--- src/core/ftt_pkg.sv ---
// package: register map, field positions, reset values and fifo levels
package ftt_pkg;
  localparam logic [7:0] TEST_MODE_CONTROL_ADDR = 8'h1B;
  localparam logic [7:0] FIFO_FILL_STATUS_ADDR  = 8'h1C;
  localparam logic [7:0] TX_LENGTH_HIGH_ADDR    = 8'h1D;
  localparam logic [7:0] TX_LENGTH_LOW_ADDR     = 8'h1E;
  localparam logic [7:0] IRQ_STATUS_ADDR        = 8'h1F;
  localparam logic [7:0] IRQ_MASK_ADDR          = 8'h20;
  localparam logic [7:0] TEST_RESET  = 8'h00;
  localparam logic [7:0] LEN_RESET   = 8'h00;
  localparam logic [7:0] MASK_RESET  = 8'h00;
  // test mode control fields
  localparam int FAST_CODER_CLOCK_BIT = 0;
  localparam int DECODER_CHECK_BIT    = 1;
  localparam int IO_CHECK_LO_BIT      = 2;
  localparam int IO_CHECK_HI_BIT      = 3;
  localparam int CARRIER_AMP_BIT      = 7;
  // fifo status fields
  localparam int OVERFLOW_BIT       = 4;
  localparam int LOW_WATERMARK_BIT  = 5;
  localparam int HIGH_WATERMARK_BIT = 6;
  // interrupt status fields
  localparam int IRQ_OVERFLOW_BIT = 0;
  localparam int IRQ_HIGH_BIT     = 1;
  localparam int IRQ_LOW_BIT      = 2;
  localparam int IRQ_STOP_BIT     = 3;
  // fifo levels
  localparam int               FIFO_DEPTH  = 12;
  localparam logic [4:0] HIGH_LEVEL  = 5'h09;
  localparam logic [4:0] LOW_LEVEL   = 5'h03;
  localparam logic [4:0] FULL_LEVEL  = 5'h0C;
endpackage : ftt_pkg

--- src/core/ftt_regs.sv ---
// fifo status, transmit length and test mode control registers
`timescale 1ns/1ps
`default_nettype none
module ftt_regs (
  input  wire logic       mclk,
  input  wire logic       rst,
  input  wire logic       chipEnable,
  input  wire logic [7:0] regAddr,
  input  wire logic [7:0] regWrData,
  input  wire logic       regWr,
  input  wire logic       regRd,
  output logic      [7:0] regRdData,
  input  wire logic [4:0] fifoCount,
  input  wire logic       fifoHostWrite,
  input  wire logic       rxActive,
  input  wire logic       txActive,
  input  wire logic       stopCondition,
  input  wire logic       txFrameEnd,
  input  wire logic       carrierClkEn,
  input  wire logic       dividedCoderClkEn,
  output logic            coderClkEn,
  output logic            testModeActive,
  output logic            decoderCheck,
  output logic      [1:0] ioCheckSelect,
  output logic            carrierAmplitudeCheck,
  output logic     [11:0] txByteCount,
  output logic      [2:0] partialByteBits,
  output logic            partialByteFlag,
  output logic      [2:0] txLastByteBits,
  output logic            irq
);
  logic [7:0] testCtl_q;
  logic [7:0] lenHigh_q;
  logic [7:0] lenLow_q;
  logic       overflow_q;
  logic       testMode_q;
  logic [3:0] irqStatus_q;
  logic [3:0] irqMask_q;
  logic [7:0] rdData_q;
  logic [7:0] fifoStatus;
  logic       highMark;
  logic       lowMark;
  logic       overflowEvt;
  logic       wrTest;
  logic       highMarkPrev_q;
  logic       lowMarkPrev_q;
  logic [3:0] irqEvents;

  //////////////////////////////////////////////////////////////////////////
  // decode and status flags
  assign wrTest = regWr && regAddr == ftt_pkg::TEST_MODE_CONTROL_ADDR;
  assign highMark = rxActive && fifoCount >= ftt_pkg::HIGH_LEVEL;
  assign lowMark  = txActive && fifoCount <= ftt_pkg::LOW_LEVEL;
  assign overflowEvt = fifoHostWrite &&
                       fifoCount >= ftt_pkg::FULL_LEVEL;

  // status byte: reserved top bit, flags, count minus one
  always_comb begin
    fifoStatus = 8'h00;
    fifoStatus[ftt_pkg::HIGH_WATERMARK_BIT] = highMark;
    fifoStatus[ftt_pkg::LOW_WATERMARK_BIT]  = lowMark;
    fifoStatus[ftt_pkg::OVERFLOW_BIT]       = overflow_q;
    fifoStatus[3:0] = fifoCount[3:0] - 4'h1;
    if (fifoCount == 5'h00) begin
      fifoStatus[3:0] = 4'h0;
    end
  end

  //////////////////////////////////////////////////////////////////////////
  // test mode control register
  always_ff @(posedge mclk or posedge rst) begin
    if (rst) begin
      testCtl_q <= ftt_pkg::TEST_RESET;
    end else if (!chipEnable) begin
      testCtl_q <= ftt_pkg::TEST_RESET;
    end else if (wrTest) begin
      testCtl_q <= regWrData;
    end else if (stopCondition) begin
      testCtl_q[ftt_pkg::DECODER_CHECK_BIT] <= 1'b0;
      testCtl_q[ftt_pkg::IO_CHECK_LO_BIT]   <= 1'b0;
      testCtl_q[ftt_pkg::IO_CHECK_HI_BIT]   <= 1'b0;
    end
  end

  // test mode entry and persistence until stop
  always_ff @(posedge mclk or posedge rst) begin
    if (rst) begin
      testMode_q <= 1'b0;
    end else if (!chipEnable) begin
      testMode_q <= 1'b0;
    end else if (wrTest && (regWrData[ftt_pkg::DECODER_CHECK_BIT] ||
                 regWrData[ftt_pkg::IO_CHECK_LO_BIT] ||
                 regWrData[ftt_pkg::IO_CHECK_HI_BIT])) begin
      testMode_q <= 1'b1;
    end else if (stopCondition) begin
      testMode_q <= 1'b0;
    end
  end

  assign testModeActive        = testMode_q;
  assign decoderCheck          = testCtl_q[ftt_pkg::DECODER_CHECK_BIT];
  assign ioCheckSelect         = testCtl_q[ftt_pkg::IO_CHECK_HI_BIT:
                                           ftt_pkg::IO_CHECK_LO_BIT];
  assign carrierAmplitudeCheck = testCtl_q[ftt_pkg::CARRIER_AMP_BIT];
  // coder clock pick: full carrier rate or normal divided rate
  assign coderClkEn = testCtl_q[ftt_pkg::FAST_CODER_CLOCK_BIT] ?
                      carrierClkEn : dividedCoderClkEn;

  //////////////////////////////////////////////////////////////////////////
  // transmit length registers
  always_ff @(posedge mclk or posedge rst) begin
    if (rst) begin
      lenHigh_q <= ftt_pkg::LEN_RESET;
    end else if (!chipEnable || txFrameEnd) begin
      lenHigh_q <= ftt_pkg::LEN_RESET;
    end else if (regWr && regAddr == ftt_pkg::TX_LENGTH_HIGH_ADDR) begin
      lenHigh_q <= regWrData;
    end
  end

  always_ff @(posedge mclk or posedge rst) begin
    if (rst) begin
      lenLow_q <= ftt_pkg::LEN_RESET;
    end else if (!chipEnable || txFrameEnd) begin
      lenLow_q <= ftt_pkg::LEN_RESET;
    end else if (regWr && regAddr == ftt_pkg::TX_LENGTH_LOW_ADDR) begin
      lenLow_q <= regWrData;
    end
  end

  assign txByteCount     = {lenHigh_q, lenLow_q[7:4]};
  assign partialByteBits = lenLow_q[3:1];
  assign partialByteFlag = lenLow_q[0];
  // bits sent from the last byte; zero means none beyond complete bytes
  assign txLastByteBits  = lenLow_q[0] ? lenLow_q[3:1] : 3'h0;

  //////////////////////////////////////////////////////////////////////////
  // overflow flag, cleared by reading the status register
  always_ff @(posedge mclk or posedge rst) begin
    if (rst) begin
      overflow_q <= 1'b0;
    end else if (!chipEnable) begin
      overflow_q <= 1'b0;
    end else if (overflowEvt) begin
      overflow_q <= 1'b1;
    end else if (regRd && regAddr == ftt_pkg::FIFO_FILL_STATUS_ADDR) begin
      overflow_q <= 1'b0;
    end
  end

  //////////////////////////////////////////////////////////////////////////
  // interrupt events: rising watermarks, overflow, stop
  always_ff @(posedge mclk or posedge rst) begin
    if (rst) begin
      highMarkPrev_q <= 1'b0;
      lowMarkPrev_q  <= 1'b0;
    end else begin
      highMarkPrev_q <= highMark;
      lowMarkPrev_q  <= lowMark;
    end
  end

  always_comb begin
    irqEvents = 4'h0;
    irqEvents[ftt_pkg::IRQ_OVERFLOW_BIT] = overflowEvt;
    irqEvents[ftt_pkg::IRQ_HIGH_BIT]     = highMark && !highMarkPrev_q;
    irqEvents[ftt_pkg::IRQ_LOW_BIT]      = lowMark && !lowMarkPrev_q;
    irqEvents[ftt_pkg::IRQ_STOP_BIT]     = stopCondition && testMode_q;
  end

  // sticky status, read clears, new event wins
  always_ff @(posedge mclk or posedge rst) begin
    if (rst) begin
      irqStatus_q <= 4'h0;
    end else if (regRd && regAddr == ftt_pkg::IRQ_STATUS_ADDR) begin
      irqStatus_q <= irqEvents;
    end else begin
      irqStatus_q <= irqStatus_q | irqEvents;
    end
  end

  always_ff @(posedge mclk or posedge rst) begin
    if (rst) begin
      irqMask_q <= ftt_pkg::MASK_RESET[3:0];
    end else if (regWr && regAddr == ftt_pkg::IRQ_MASK_ADDR) begin
      irqMask_q <= regWrData[3:0];
    end
  end

  assign irq = |(irqStatus_q & irqMask_q);

  //////////////////////////////////////////////////////////////////////////
  // read data, one cycle after the strobe; unmapped reads return zero
  always_ff @(posedge mclk or posedge rst) begin
    if (rst) begin
      rdData_q <= 8'h00;
    end else if (regRd) begin
      unique case (regAddr)
        ftt_pkg::TEST_MODE_CONTROL_ADDR: rdData_q <= testCtl_q;
        ftt_pkg::FIFO_FILL_STATUS_ADDR:  rdData_q <= fifoStatus;
        ftt_pkg::TX_LENGTH_HIGH_ADDR:    rdData_q <= lenHigh_q;
        ftt_pkg::TX_LENGTH_LOW_ADDR:     rdData_q <= lenLow_q;
        ftt_pkg::IRQ_STATUS_ADDR:        rdData_q <= {4'h0, irqStatus_q};
        ftt_pkg::IRQ_MASK_ADDR:          rdData_q <= {4'h0, irqMask_q};
        default:                         rdData_q <= 8'h00;
      endcase
    end else begin
      rdData_q <= 8'h00;
    end
  end

  assign regRdData = rdData_q;
endmodule // ftt_regs
`default_nettype wire

--- config.mk ---
export PLATFORM = sky130hd
export DESIGN_NAME = ftt_regs
export DESIGN_NICKNAME = d
export VERILOG_FILES = /design/src/core/ftt_pkg.sv /design/src/core/ftt_regs.sv
export SDC_FILE = /design/constraint.sdc
export NUM_CORES = 1
export LEC_CHECK = 0
export BUFFER_PORTS_ARGS = -buffer_cell sky130_fd_sc_hd__buf_4
export CORE_ASPECT_RATIO = 2
export CORE_UTILIZATION = 37
export CTS_CLUSTER_SIZE = 40
export DETAILED_ROUTE_END_ITERATION = 10
export PLACE_DENSITY = 0.65
export SYNTH_ARGS = -nofsm -noshare
export SYNTH_HDL_FRONTEND = slang
export SYNTH_SLANG_ARGS = --single-unit
--- constraint.sdc ---
create_clock -name mclk -period 1.4 [get_ports mclk]
set_input_delay 0.28 -clock mclk [delete_from_list [all_inputs] [get_ports mclk]]
set_output_delay 0.28 -clock mclk [all_outputs]
set_load 0.05 [all_outputs]
---- After elaboration in Yosys (flattened, before gate mapping) ----
Cells that the tools add are included.
word-level totals
  word-level logic and storage cells ...... 71
  flip-flop bits (word level) ............. 44
  output and inout bits ................... 34
  input port bits ......................... 33
cells by class
  bitwise operators ....................... 2
  magnitude comparators ................... 3
  add/sub/neg operators ................... 1
  equal/unequal tests ..................... 10
  multiplexer cells ....................... 21
  reduce and logical (&&, ||, !) cells .... 23
operators by type and width
  operator                                                number
  2-to-1 mux 8 bit                                        6
  one-hot mux 8 bit (6 select lines)                      1
  equality test 8 x 5 -> 1 bit (second input constant)    5
  logical AND 1 bit                                       13
  2-to-1 mux 4 bit                                        3
  >= comparator 5 x 4 -> 1 bit (second input constant)    2
  2-to-1 mux 3 bit                                        3
  inequality test 3 x 1 -> 1 bit (second input constant)  3
  equality test 8 x 6 -> 1 bit (second input constant)    1
  2-to-1 mux 1 bit                                        8
  <= comparator 5 x 2 -> 1 bit (second input constant)    1
  logical NOT 5 bit                                       1
  AND 4 bit                                               1
  OR 4 bit                                                1
  nonzero test 2 bit                                      2
  OR reduction 4 bit                                      1
  subtractor 4 x 1 -> 4 bit (second input constant)       1
  logical NOT 1 bit                                       3
  logical OR 1 bit                                        3
  inequality test 2 x 1 -> 1 bit (second input constant)  1

---- Longest topological paths before layout ----
Gate-level depths: netlist (run 1).
  word-level depth ........................ 5
  mapped depth ............................ 7
  gate-level depth less buffers ........... 6

---- Worst setup path before layout (run 1) ----
Ideal clock, no wire load.
  path type ............................... input to register
  start ................................... input port regAddr[1]
  end ..................................... register irqMask_q[0]
  stages .................................. 6
  setup time .............................. 0.127 ns
  required time ........................... 1.273 ns
  buffers on the path ..................... 2
  arrival time ............................ 1.354 ns
  path slack .............................. -0.081 ns
  cells stage by stage .................... buf_2 > nor4_1 > and4b_1 > buf_4 > nand2_2 > mux2_1
between the ends
  word-level cells in the longest chain between the ends .. 2
RTL lines
  what                          line             source
  start: declaration            ftt_regs.sv:8    input wire logic [7:0] regAddr,
  equality test 8 x 6 -> 1 bit  ftt_regs.sv:185  end else if (regWr && regAddr == ftt_pkg::IRQ_MASK_ADDR) begin
  logical AND 1 bit             ftt_regs.sv:185
  end signal: assignment        ftt_regs.sv:184  irqMask_q <= ftt_pkg::MASK_RESET[3:0];
  end signal: assignment        ftt_regs.sv:186  irqMask_q <= regWrData[3:0];
  end: declaration              ftt_regs.sv:38   logic [3:0] irqMask_q;
Every way passes these cells.
A chain may end at the register's enable or synchronous reset.

---- Final worst setup path (run 1) ----
  start ................................... register testCtl_q[0]
  end ..................................... output port coderClkEn
between the ends
  word-level cells in the longest chain between the ends .. 1
RTL lines
  what                      line             source
  start: declaration        ftt_regs.sv:32   logic [7:0] testCtl_q;
  start signal: assignment  ftt_regs.sv:73   testCtl_q <= ftt_pkg::TEST_RESET;
  start signal: assignment  ftt_regs.sv:75   testCtl_q <= ftt_pkg::TEST_RESET;
  start signal: assignment  ftt_regs.sv:77   testCtl_q <= regWrData;
  2-to-1 mux 1 bit          ftt_regs.sv:106  assign coderClkEn = testCtl_q[ftt_pkg::FAST_CODER_CLOCK_BIT] ?
  end: declaration          ftt_regs.sv:21   output logic coderClkEn,
Every way passes these cells.

==> results by group, run 1 <==
Outcome
  • Status: finished, violations left
  • Violated checks: negative setup slack

STA
  • Period Utilization, post-route: 102.6%
  • Hold slack: around 0.016 ns
  • Setup TNS Final: -0.05288 ns
  • RSZ-0062 raised after global routing: true
  • Final setup viols: 2
  • Post-Route Skew: between 0.003 and 0.004 ns
  • Max-slew headroom: around 73%
  • Slew Viols, Final: 0
  • Peak Freq: a little under 700 MHz
  • Min Tclk post-route: ~1.4 ns
  • Slew at the pin with the worst max-slew slack: about 0.41 ns
  • Hold Violations, Final: 0
  • Final worst setup slack: -0.03604 ns

Power
  • Register share of total power: between 40% and 50%
  • Clk pwr share: between 40 and 50%
  • Gate power share: 13.1%
  • Sw Share: 25.28%
  • Leakage power: between 1.5 and 2 nW
  • Power density over cell area: 847.7 nW/um^2
  • Worst VDD drop: ~0.9 mV
  • Overall power: 2.836 mW
  • Int Pwr: between 2 and 2.5 mW
  • Sw power: 716.9 uW

Synthesis
  • Post-Syn Nets: about 280
  • #FFs+latches synth: 44
  • Syn. warnings: 0
  • Synth Flop Type: dfrtp_1
  • Post-Syn Area: 2354 sq um
  • Yosys top cell area share: 46.78%
  • Avg Inst Size Synth: around 9.8 sq um
  • EDFF count, synth: 0
  • Seq/Total Area, Yosys: 46.78%
  • Async SR Flop Fraction: between 90% and 100%
  • Synth area leaders: dfrtp_1 (47%), nand2_1 (4.9%), a21oi_1 (4.9%), nand3_1 (4.3%), mux2i_1 (3.8%)
  • Largest area contributor in the netlist: dfrtp_1
  • Synth cell types: between 40 and 50
  • Mapped Cells: 240

Routing
  • 1st-pass router iterations: 4
  • Via density: 5.138
  • WL final: approximately 6900 microns
  • DRT iter0 DRCs: 66
  • WL per Instance: roughly 16 microns
  • Post-detailed-route count of antenna-violating nets: 0
  • Routed via count: ~2200
  • DRC: 0

Global route
  • Initial antenna violation count: 0
  • All-Layer GR Usage: 21.91%
  • Largest net degree at the start of global routing: 45
  • Vias in the first global route: about 2200
  • Global route overflow: 0
  • First-pass GRT wire length: about 11000 microns

Critical path
  • Setup crit end kind: output pin
  • CP Launch Type: register
  • Cell Chain, Critical Path: mux2_2 -> buf_6
  • CP max stage delay: 0.36 ns
  • Setup CP Type: reg2out
  • Max FO, Critical Path: 2
  • Crit path max-delay cell type: dfrtp_1
  • Worst endpoint required time: roughly 1.1 ns
  • Crit path DAT: 1.16 ns

Final layout
  • Layout fillers: approximately 570
  • Share of cells above drive strength 1: between 30% and 40%
  • Storage element area: 1102 sq um
  • Nets: between 300 and 400
  • Area delta synth->final: 42.16%
  • Post-layout util: a little under three fifths
  • Multi-input gate area: 1171 sq um
  • Diodes inserted: 0

CTS
  • Worst-skew pair later-pin latency: between 0.2 and 0.3 ns
  • Max clock buf depth: 2
  • Cts bufs inserted: 5
  • CTS tree: yes
  • Clock transition at path regs: approximately 0.060 ns
  • H-tree depth: 2
  • CTS Sinks: 44
  • Root Buffer: clkbuf_16
  • CTS Hold Bufs: 0

Floorplan
  • Cell Rows: 40
  • Core box area: 6056 sq um
  • Initial Util: between 30 and 40%
  • Die Y: ~110 microns
  • I/O pins: 67
  • Die area: ~6700 sq um
  • Die width: 58.40 microns

Min path
  • Min-Delay Path Class: in2async

Job
  • Max Cap Viol: 0

Placed design
  • Gpl congestion: about 0.86
  • DP Wirelength: just over 5000 microns
  • I/O Buffers: 66
## critical path: cells and delay by family (launching register included)
| kind | cells | cell delay [ns] |
|---|---|---|
| flops | 1 | 0.36 |
| mux | 1 | 0.34 |
| buf+inv | 1 | 0.15 |
## final cells by class
cell class                      count  area share, %
Clock buffer                        5          3.740
Clock inverter                      3         0.5610
Inverter                            7         0.7853
Multi-Input combinational cell    174          35.00
Sequential cell                    44          32.95
Tap cell                           84          3.141
Timing Repair Buffer              102          23.82
## cells in the final DEF (no fill, tap or decap), drive strengths merged
cell,n
o2bb2ai,1
nor2b,10
buf,102
nor4,3
a31oi,2
nor2,11
and2,4
a21boi,4
xor2,1
o311a,1
a32o,1
a22o,6
nor4b,1
o21a,2
mux2,7
nand2,32
dfrtp,44
nand4,1
nand3,20
nor3b,1
and4b,1
a32oi,4
a21oi,23
o31ai,2
nand4bb,1
o41ai,1
clkbuf,5
or3b,3
ha,3
mux2i,9
nor3,3
o21ai,4
o21ba,1
a21o,1
nand2b,4
inv,6
and3,1
clkinv,4
a22oi,5
## routing by layer
| metal | up-vias | GRT usage, % | wire, microns |
|---|---|---|---|
| met5 | - | 0 | 0 |
| met4 | 0 | 12.54 | 282 |
| met3 | 12 | 4.049 | 302 |
| met2 | 61 | 38.77 | 3756 |
| met1 | 1036 | 23.75 | 2518 |
| li1 | 1044 | - | - |
## registers in the layout, indices dropped and copies added, names as in the netlist, 4 cells and up
name         cells
irqMask_q        4
irqStatus_q      4
testCtl_q        8
regRdData        8
lenLow_q         8
lenHigh_q        8
## through the flow
stage | cell area (sq um) | setup slack (ns) | std cells
finish | 3346 | -0.03604 | 419
global route | 3346 | -0.05547 | 419
CTS | 3304 | -0.04670 | 419
detailed placement | 3107 | -0.2445 | 405
global placement | 3107 | -0.2318 | 405
floorplan | 2364 | 0.002477 | 240
## cell families (layout without fill, tap and decap cells)
family | Yosys count | in the layout | share of synthesized area, %
xor gates and xnor gates | 1 | 1 | 0.3722
muxes | 16 | 16 | 7.177
and+or+nand+nor | 96 | 96 | 22.70
adders and majority gates | 3 | 3 | 1.595
DFF | 44 | 44 | 46.78
AOI/OAI and AO/OA | 58 | 58 | 16.48
buffers and inverters | 22 | 117 | 4.891
## power by group through the flow
stage / Sequential (mW) / Combinational [mW] / Clock, mW
2_1_floorplan: 1.32 / 0.158 / 0
3_3_place_gp: 1.32 / 0.349 / 0
3_5_place_dp: 1.32 / 0.355 / 0
4_1_cts: 1.30 / 0.368 / 1.19
5_1_grt: 1.30 / 0.401 / 1.23
6_report: 1.30 / 0.372 / 1.17
## synth_stat cells, types with 4 or more instances
library cell and count:
a21oi_1 23, a22oi_1 5, inv_1 7, a32oi_1 4, buf_4 5, and2_1 4
mux2_1 4, a22o_1 6, mux2i_1 9, nand3_1 20, nor2_1 10, dfrtp_1 44
buf_2 5, nand2b_1 4, nor2b_1 10, nand2_1 31
## repair_timing
item	4_1_cts	5_1_grt
buffers inserted	6	0
setup endpoints to repair	5	17
pin swaps	3	1
resized for setup	3	7
## final timing paths
| path | start | end | slack [ns] | cells past startpoint |
|---|---|---|---|---|
| worst max-delay path | testCtl_q[0] | coderClkEn | -0.04 | 2 |
| worst min-delay path | rst | testCtl_q[1] | 0.02 | 3 |
| worst max register to register | irqStatus_q[3] | regRdData[3] | 0.09 | 4 |
| worst min register to register | irqMask_q[2] | irqMask_q[2] | 0.52 | 1 |
| max in group asynchronous | rst | lenLow_q[0] | 1.15 | 3 |
| min in group mclk | regWrData[0] | irqMask_q[0] | 0.24 | 2 |
No activity file was read; power rests on OpenSTA's default activity.
==> inputs of run 2 (changes only) <==
--- a/config.mk
+++ b/config.mk
@@ -9,6 +9,6 @@
 export CORE_ASPECT_RATIO = 2
-export CORE_UTILIZATION = 37
+export CORE_UTILIZATION = 35
 export CTS_CLUSTER_SIZE = 40
 export DETAILED_ROUTE_END_ITERATION = 10
-export PLACE_DENSITY = 0.65
+export PLACE_DENSITY = 0.63
 export SYNTH_ARGS = -nofsm -noshare
--- a/constraint.sdc
+++ b/constraint.sdc
@@ -3,2 +3,2 @@
 set_output_delay 0.28 -clock mclk [all_outputs]
-set_load 0.05 [all_outputs]
+set_load 0.02 [all_outputs]
==> run 2 against run 1 <==
- the flow finishes with violations (design-rule violations, negative setup slack)
- clock skew shrank 0.00070 ns
- die area increased by 5.6%
- clock-buffer cell count grew 2
- register-to-register slack gained 0.03 ns
- sequential cell count unchanged
- power is 7.6% higher
- critical path type unchanged
==> results by group, run 2 (same netlist as run 1, synthesis figures left out) <==
STA
  • Final setup viols: 2 (unchanged)
  • Slew at the pin with the worst max-slew slack: 0.4678 ns (was 0.4083 ns)
  • Peak Freq: 697.8 MHz (was 696.4 MHz)
  • Slew Viols, Final: 0 (unchanged)
  • Post-Route Skew: 0.002700 ns (was 0.003397 ns)
  • Hold Violations, Final: 0 (unchanged)
  • Period Utilization, post-route: 102.4% (was 102.6%)
  • Final worst setup slack: -0.03299 ns (was -0.03604 ns)
  • Setup TNS Final: -0.05009 ns (was -0.05288 ns)
  • RSZ-0062 raised after global routing: true (unchanged)
  • Max-slew headroom: 68.61% (was 72.72%)
  • Min Tclk post-route: 1.433 ns (was 1.436 ns)

Global route
  • GR Util met2: 36.39% (was 38.77%)
  • First-pass GRT wire length: 11100 microns (was 10740 microns)
  • M3 GR Usage: 3.626% (was 4.049%)
  • M1 GR Usage: 23.29% (was 23.75%)
  • Vias in the first global route: 2231 (was 2195)
  • Largest net degree at the start of global routing: 45 (unchanged)
  • Global route overflow: 0 (unchanged)
  • All-Layer GR Usage: 21.35% (was 21.91%)
  • Initial antenna violation count: 0 (unchanged)
  • GR peak layer: met2 (unchanged)

Critical path
  • Max FO, Critical Path: 2 (unchanged)
  • Setup CP Type: reg2out (unchanged)
  • Crit path DAT: 1.15 ns (was 1.16 ns)
  • CP Launch Type: register (unchanged)
  • Worst endpoint required time: 1.12 ns (about the same)
  • Setup crit end kind: output pin (unchanged)

Floorplan
  • Die Y: 118.0 microns (was 114.8 microns)
  • I/O pins: 67 (unchanged)
  • Initial Util: 35.83% (was 38.86%)
  • Core box area: 6569 sq um (was 6056 sq um)
  • Die area: 7076 sq um (was 6703 sq um)
  • Die width: 59.99 microns (was 58.40 microns)
  • Cell Rows: 42 (was 40)

Final layout
  • Area delta synth->final: 42.85% (was 42.16%)
  • Diodes inserted: 0 (unchanged)
  • Most common cell after layout, fill and taps aside: buf_4 (unchanged)
  • Post-Layout Cell Count: 421 (was 419)
  • Highest-count cells in the layout ignoring fill and taps: buf_4 (95), dfrtp_1 (43), nand2_1 (31) (was buf_4 (96), dfrtp_1 (43), nand2_1 (31))
  • Nets: 368 (was 370)
  • Share of cells above drive strength 1: 37.54% (was 38.51%)
  • Final instance area: 3362 sq um (was 3346 sq um)
  • Layout fillers: 633 (was 569)

CTS
  • H-tree depth: 2 (unchanged)
  • Cts bufs inserted: 5 (unchanged)
  • Clock transition at path regs: 0.06 ns (about the same)
  • Max clock buf depth: 2 (unchanged)
  • CTS Hold Bufs: 0 (unchanged)
  • CTS Sinks: 44 (unchanged)
  • Root Buffer: clkbuf_16 (unchanged)
  • Worst-skew pair later-pin latency: 0.28 ns (was 0.29 ns)
  • CTS tree: yes (unchanged)

Outcome
  • Status: finished, violations left (unchanged)
  • Violated checks: design-rule violations, negative setup slack (was negative setup slack)

Routing
  • Routed via count: 2185 (was 2153)
  • DRT iter0 DRCs: 94 (was 66)
  • 1st-pass router iterations: 7 (was 4)
  • Post-detailed-route count of antenna-violating nets: 0 (unchanged)
  • Via density: 5.190 (was 5.138)
  • WL final: 7068 microns (was 6859 microns)
  • WL per Instance: 16.79 microns (was 16.37 microns)
  • DRC: 2 (was 0)

Power
  • Worst VDD drop: 0.5991 mV (was 0.8912 mV)
  • Power density over cell area: 907.5 nW/um^2 (was 847.7 nW/um^2)
  • Leakage power: 1.526 nW (was 1.522 nW)

Placed design
  • DP Wirelength: 5435 microns (was 5151 microns)
  • Pre-CTS setup slack: -0.2449 ns (was -0.2445 ns)
  • I/O Buffers: 66 (unchanged)
  • Post-DP Area: 3115 sq um (was 3107 sq um)
  • Gpl congestion: 0.9074 (was 0.8632)
  • # placed instances: 410 (was 405)

Job
  • Max Cap Viol: 0 (unchanged)

Min path
  • Min-Delay Path Class: in2async (unchanged)
[run 2: cell types whose count changed in the layout (fill, tap and decap cells not counted), moves of 2 or more]
cell      delta
clkbuf_8     +2
and2_2       -3
clkinv_2     -2
and2_1       +3
[run 2: timing repair]
action,4_1_cts,5_1_grt
pin swaps,2,0
endpoints found under the setup margin,2,5
endpoints found under the hold margin,0,0
setup buffers,3,0
resized for setup,4,6
[run 2: area by class of cell]
cell class | instances | area [sq um] | area share, %
Clock inverter | 1 | 30.03 | 0.8932
Tap cell | 88 | 110.1 | 3.275
Sequential cell | 44 | 1102 | 32.79
Timing Repair Buffer | 100 | 778.2 | 23.15
Multi-Input combinational cell | 174 | 1162 | 34.57
Inverter | 7 | 26.28 | 0.7815
Clock buffer | 7 | 152.6 | 4.540
[run 2: metrics by stage]
step	hold WS [ns]	utilization, %	power (mW)
finish	0.05341	51.18	3.051
global route	0.08988	51.18	3.143
CTS	0.07450	50.80	3.076
detailed placement	0.3822	47.43	1.655
global placement	0.3693	47.43	1.650
floorplan	0.3834	-	1.464
[run 2: per-layer routing]
| layer | part of all wire [%] | vias up |
|---|---|---|
| li1 | - | 1038 |
| met1 | 36 | 1061 |
| met2 | 55 | 64 |
| met3 | 3.8 | 22 |
| met4 | 5.4 | 0 |
| met5 | 0 | - |
[run 2: power by group]
group	total, mW	internal, mW	switching, mW
clock network	1.41	0.939	0.468
registers	1.30	1.29	0.0115
logic	0.345	0.167	0.178
total	3.05	2.39	0.657
[run 2: worst paths after layout]
check | slack (ns) | from | cells past startpoint | end
min in group mclk | 0.25 | regWrData[0] | 2 | irqMask_q[0]
worst max-delay path | -0.03 | irqStatus_q[1] | 3 | irq
worst min register to register | 0.53 | irqMask_q[3] | 1 | irqMask_q[3]
worst min-delay path | 0.05 | rst | 3 | irqStatus_q[3]
max in group asynchronous | 1.10 | rst | 3 | irqStatus_q[1]
worst max register to register | 0.12 | irqStatus_q[1] | 6 | regRdData[1]
[run 2: critical path, stage by stage, from the launching register on]
cell     delay, ns
dfrtp_2       0.45
a22oi_2       0.18
nand2_1       0.10
buf_6         0.14
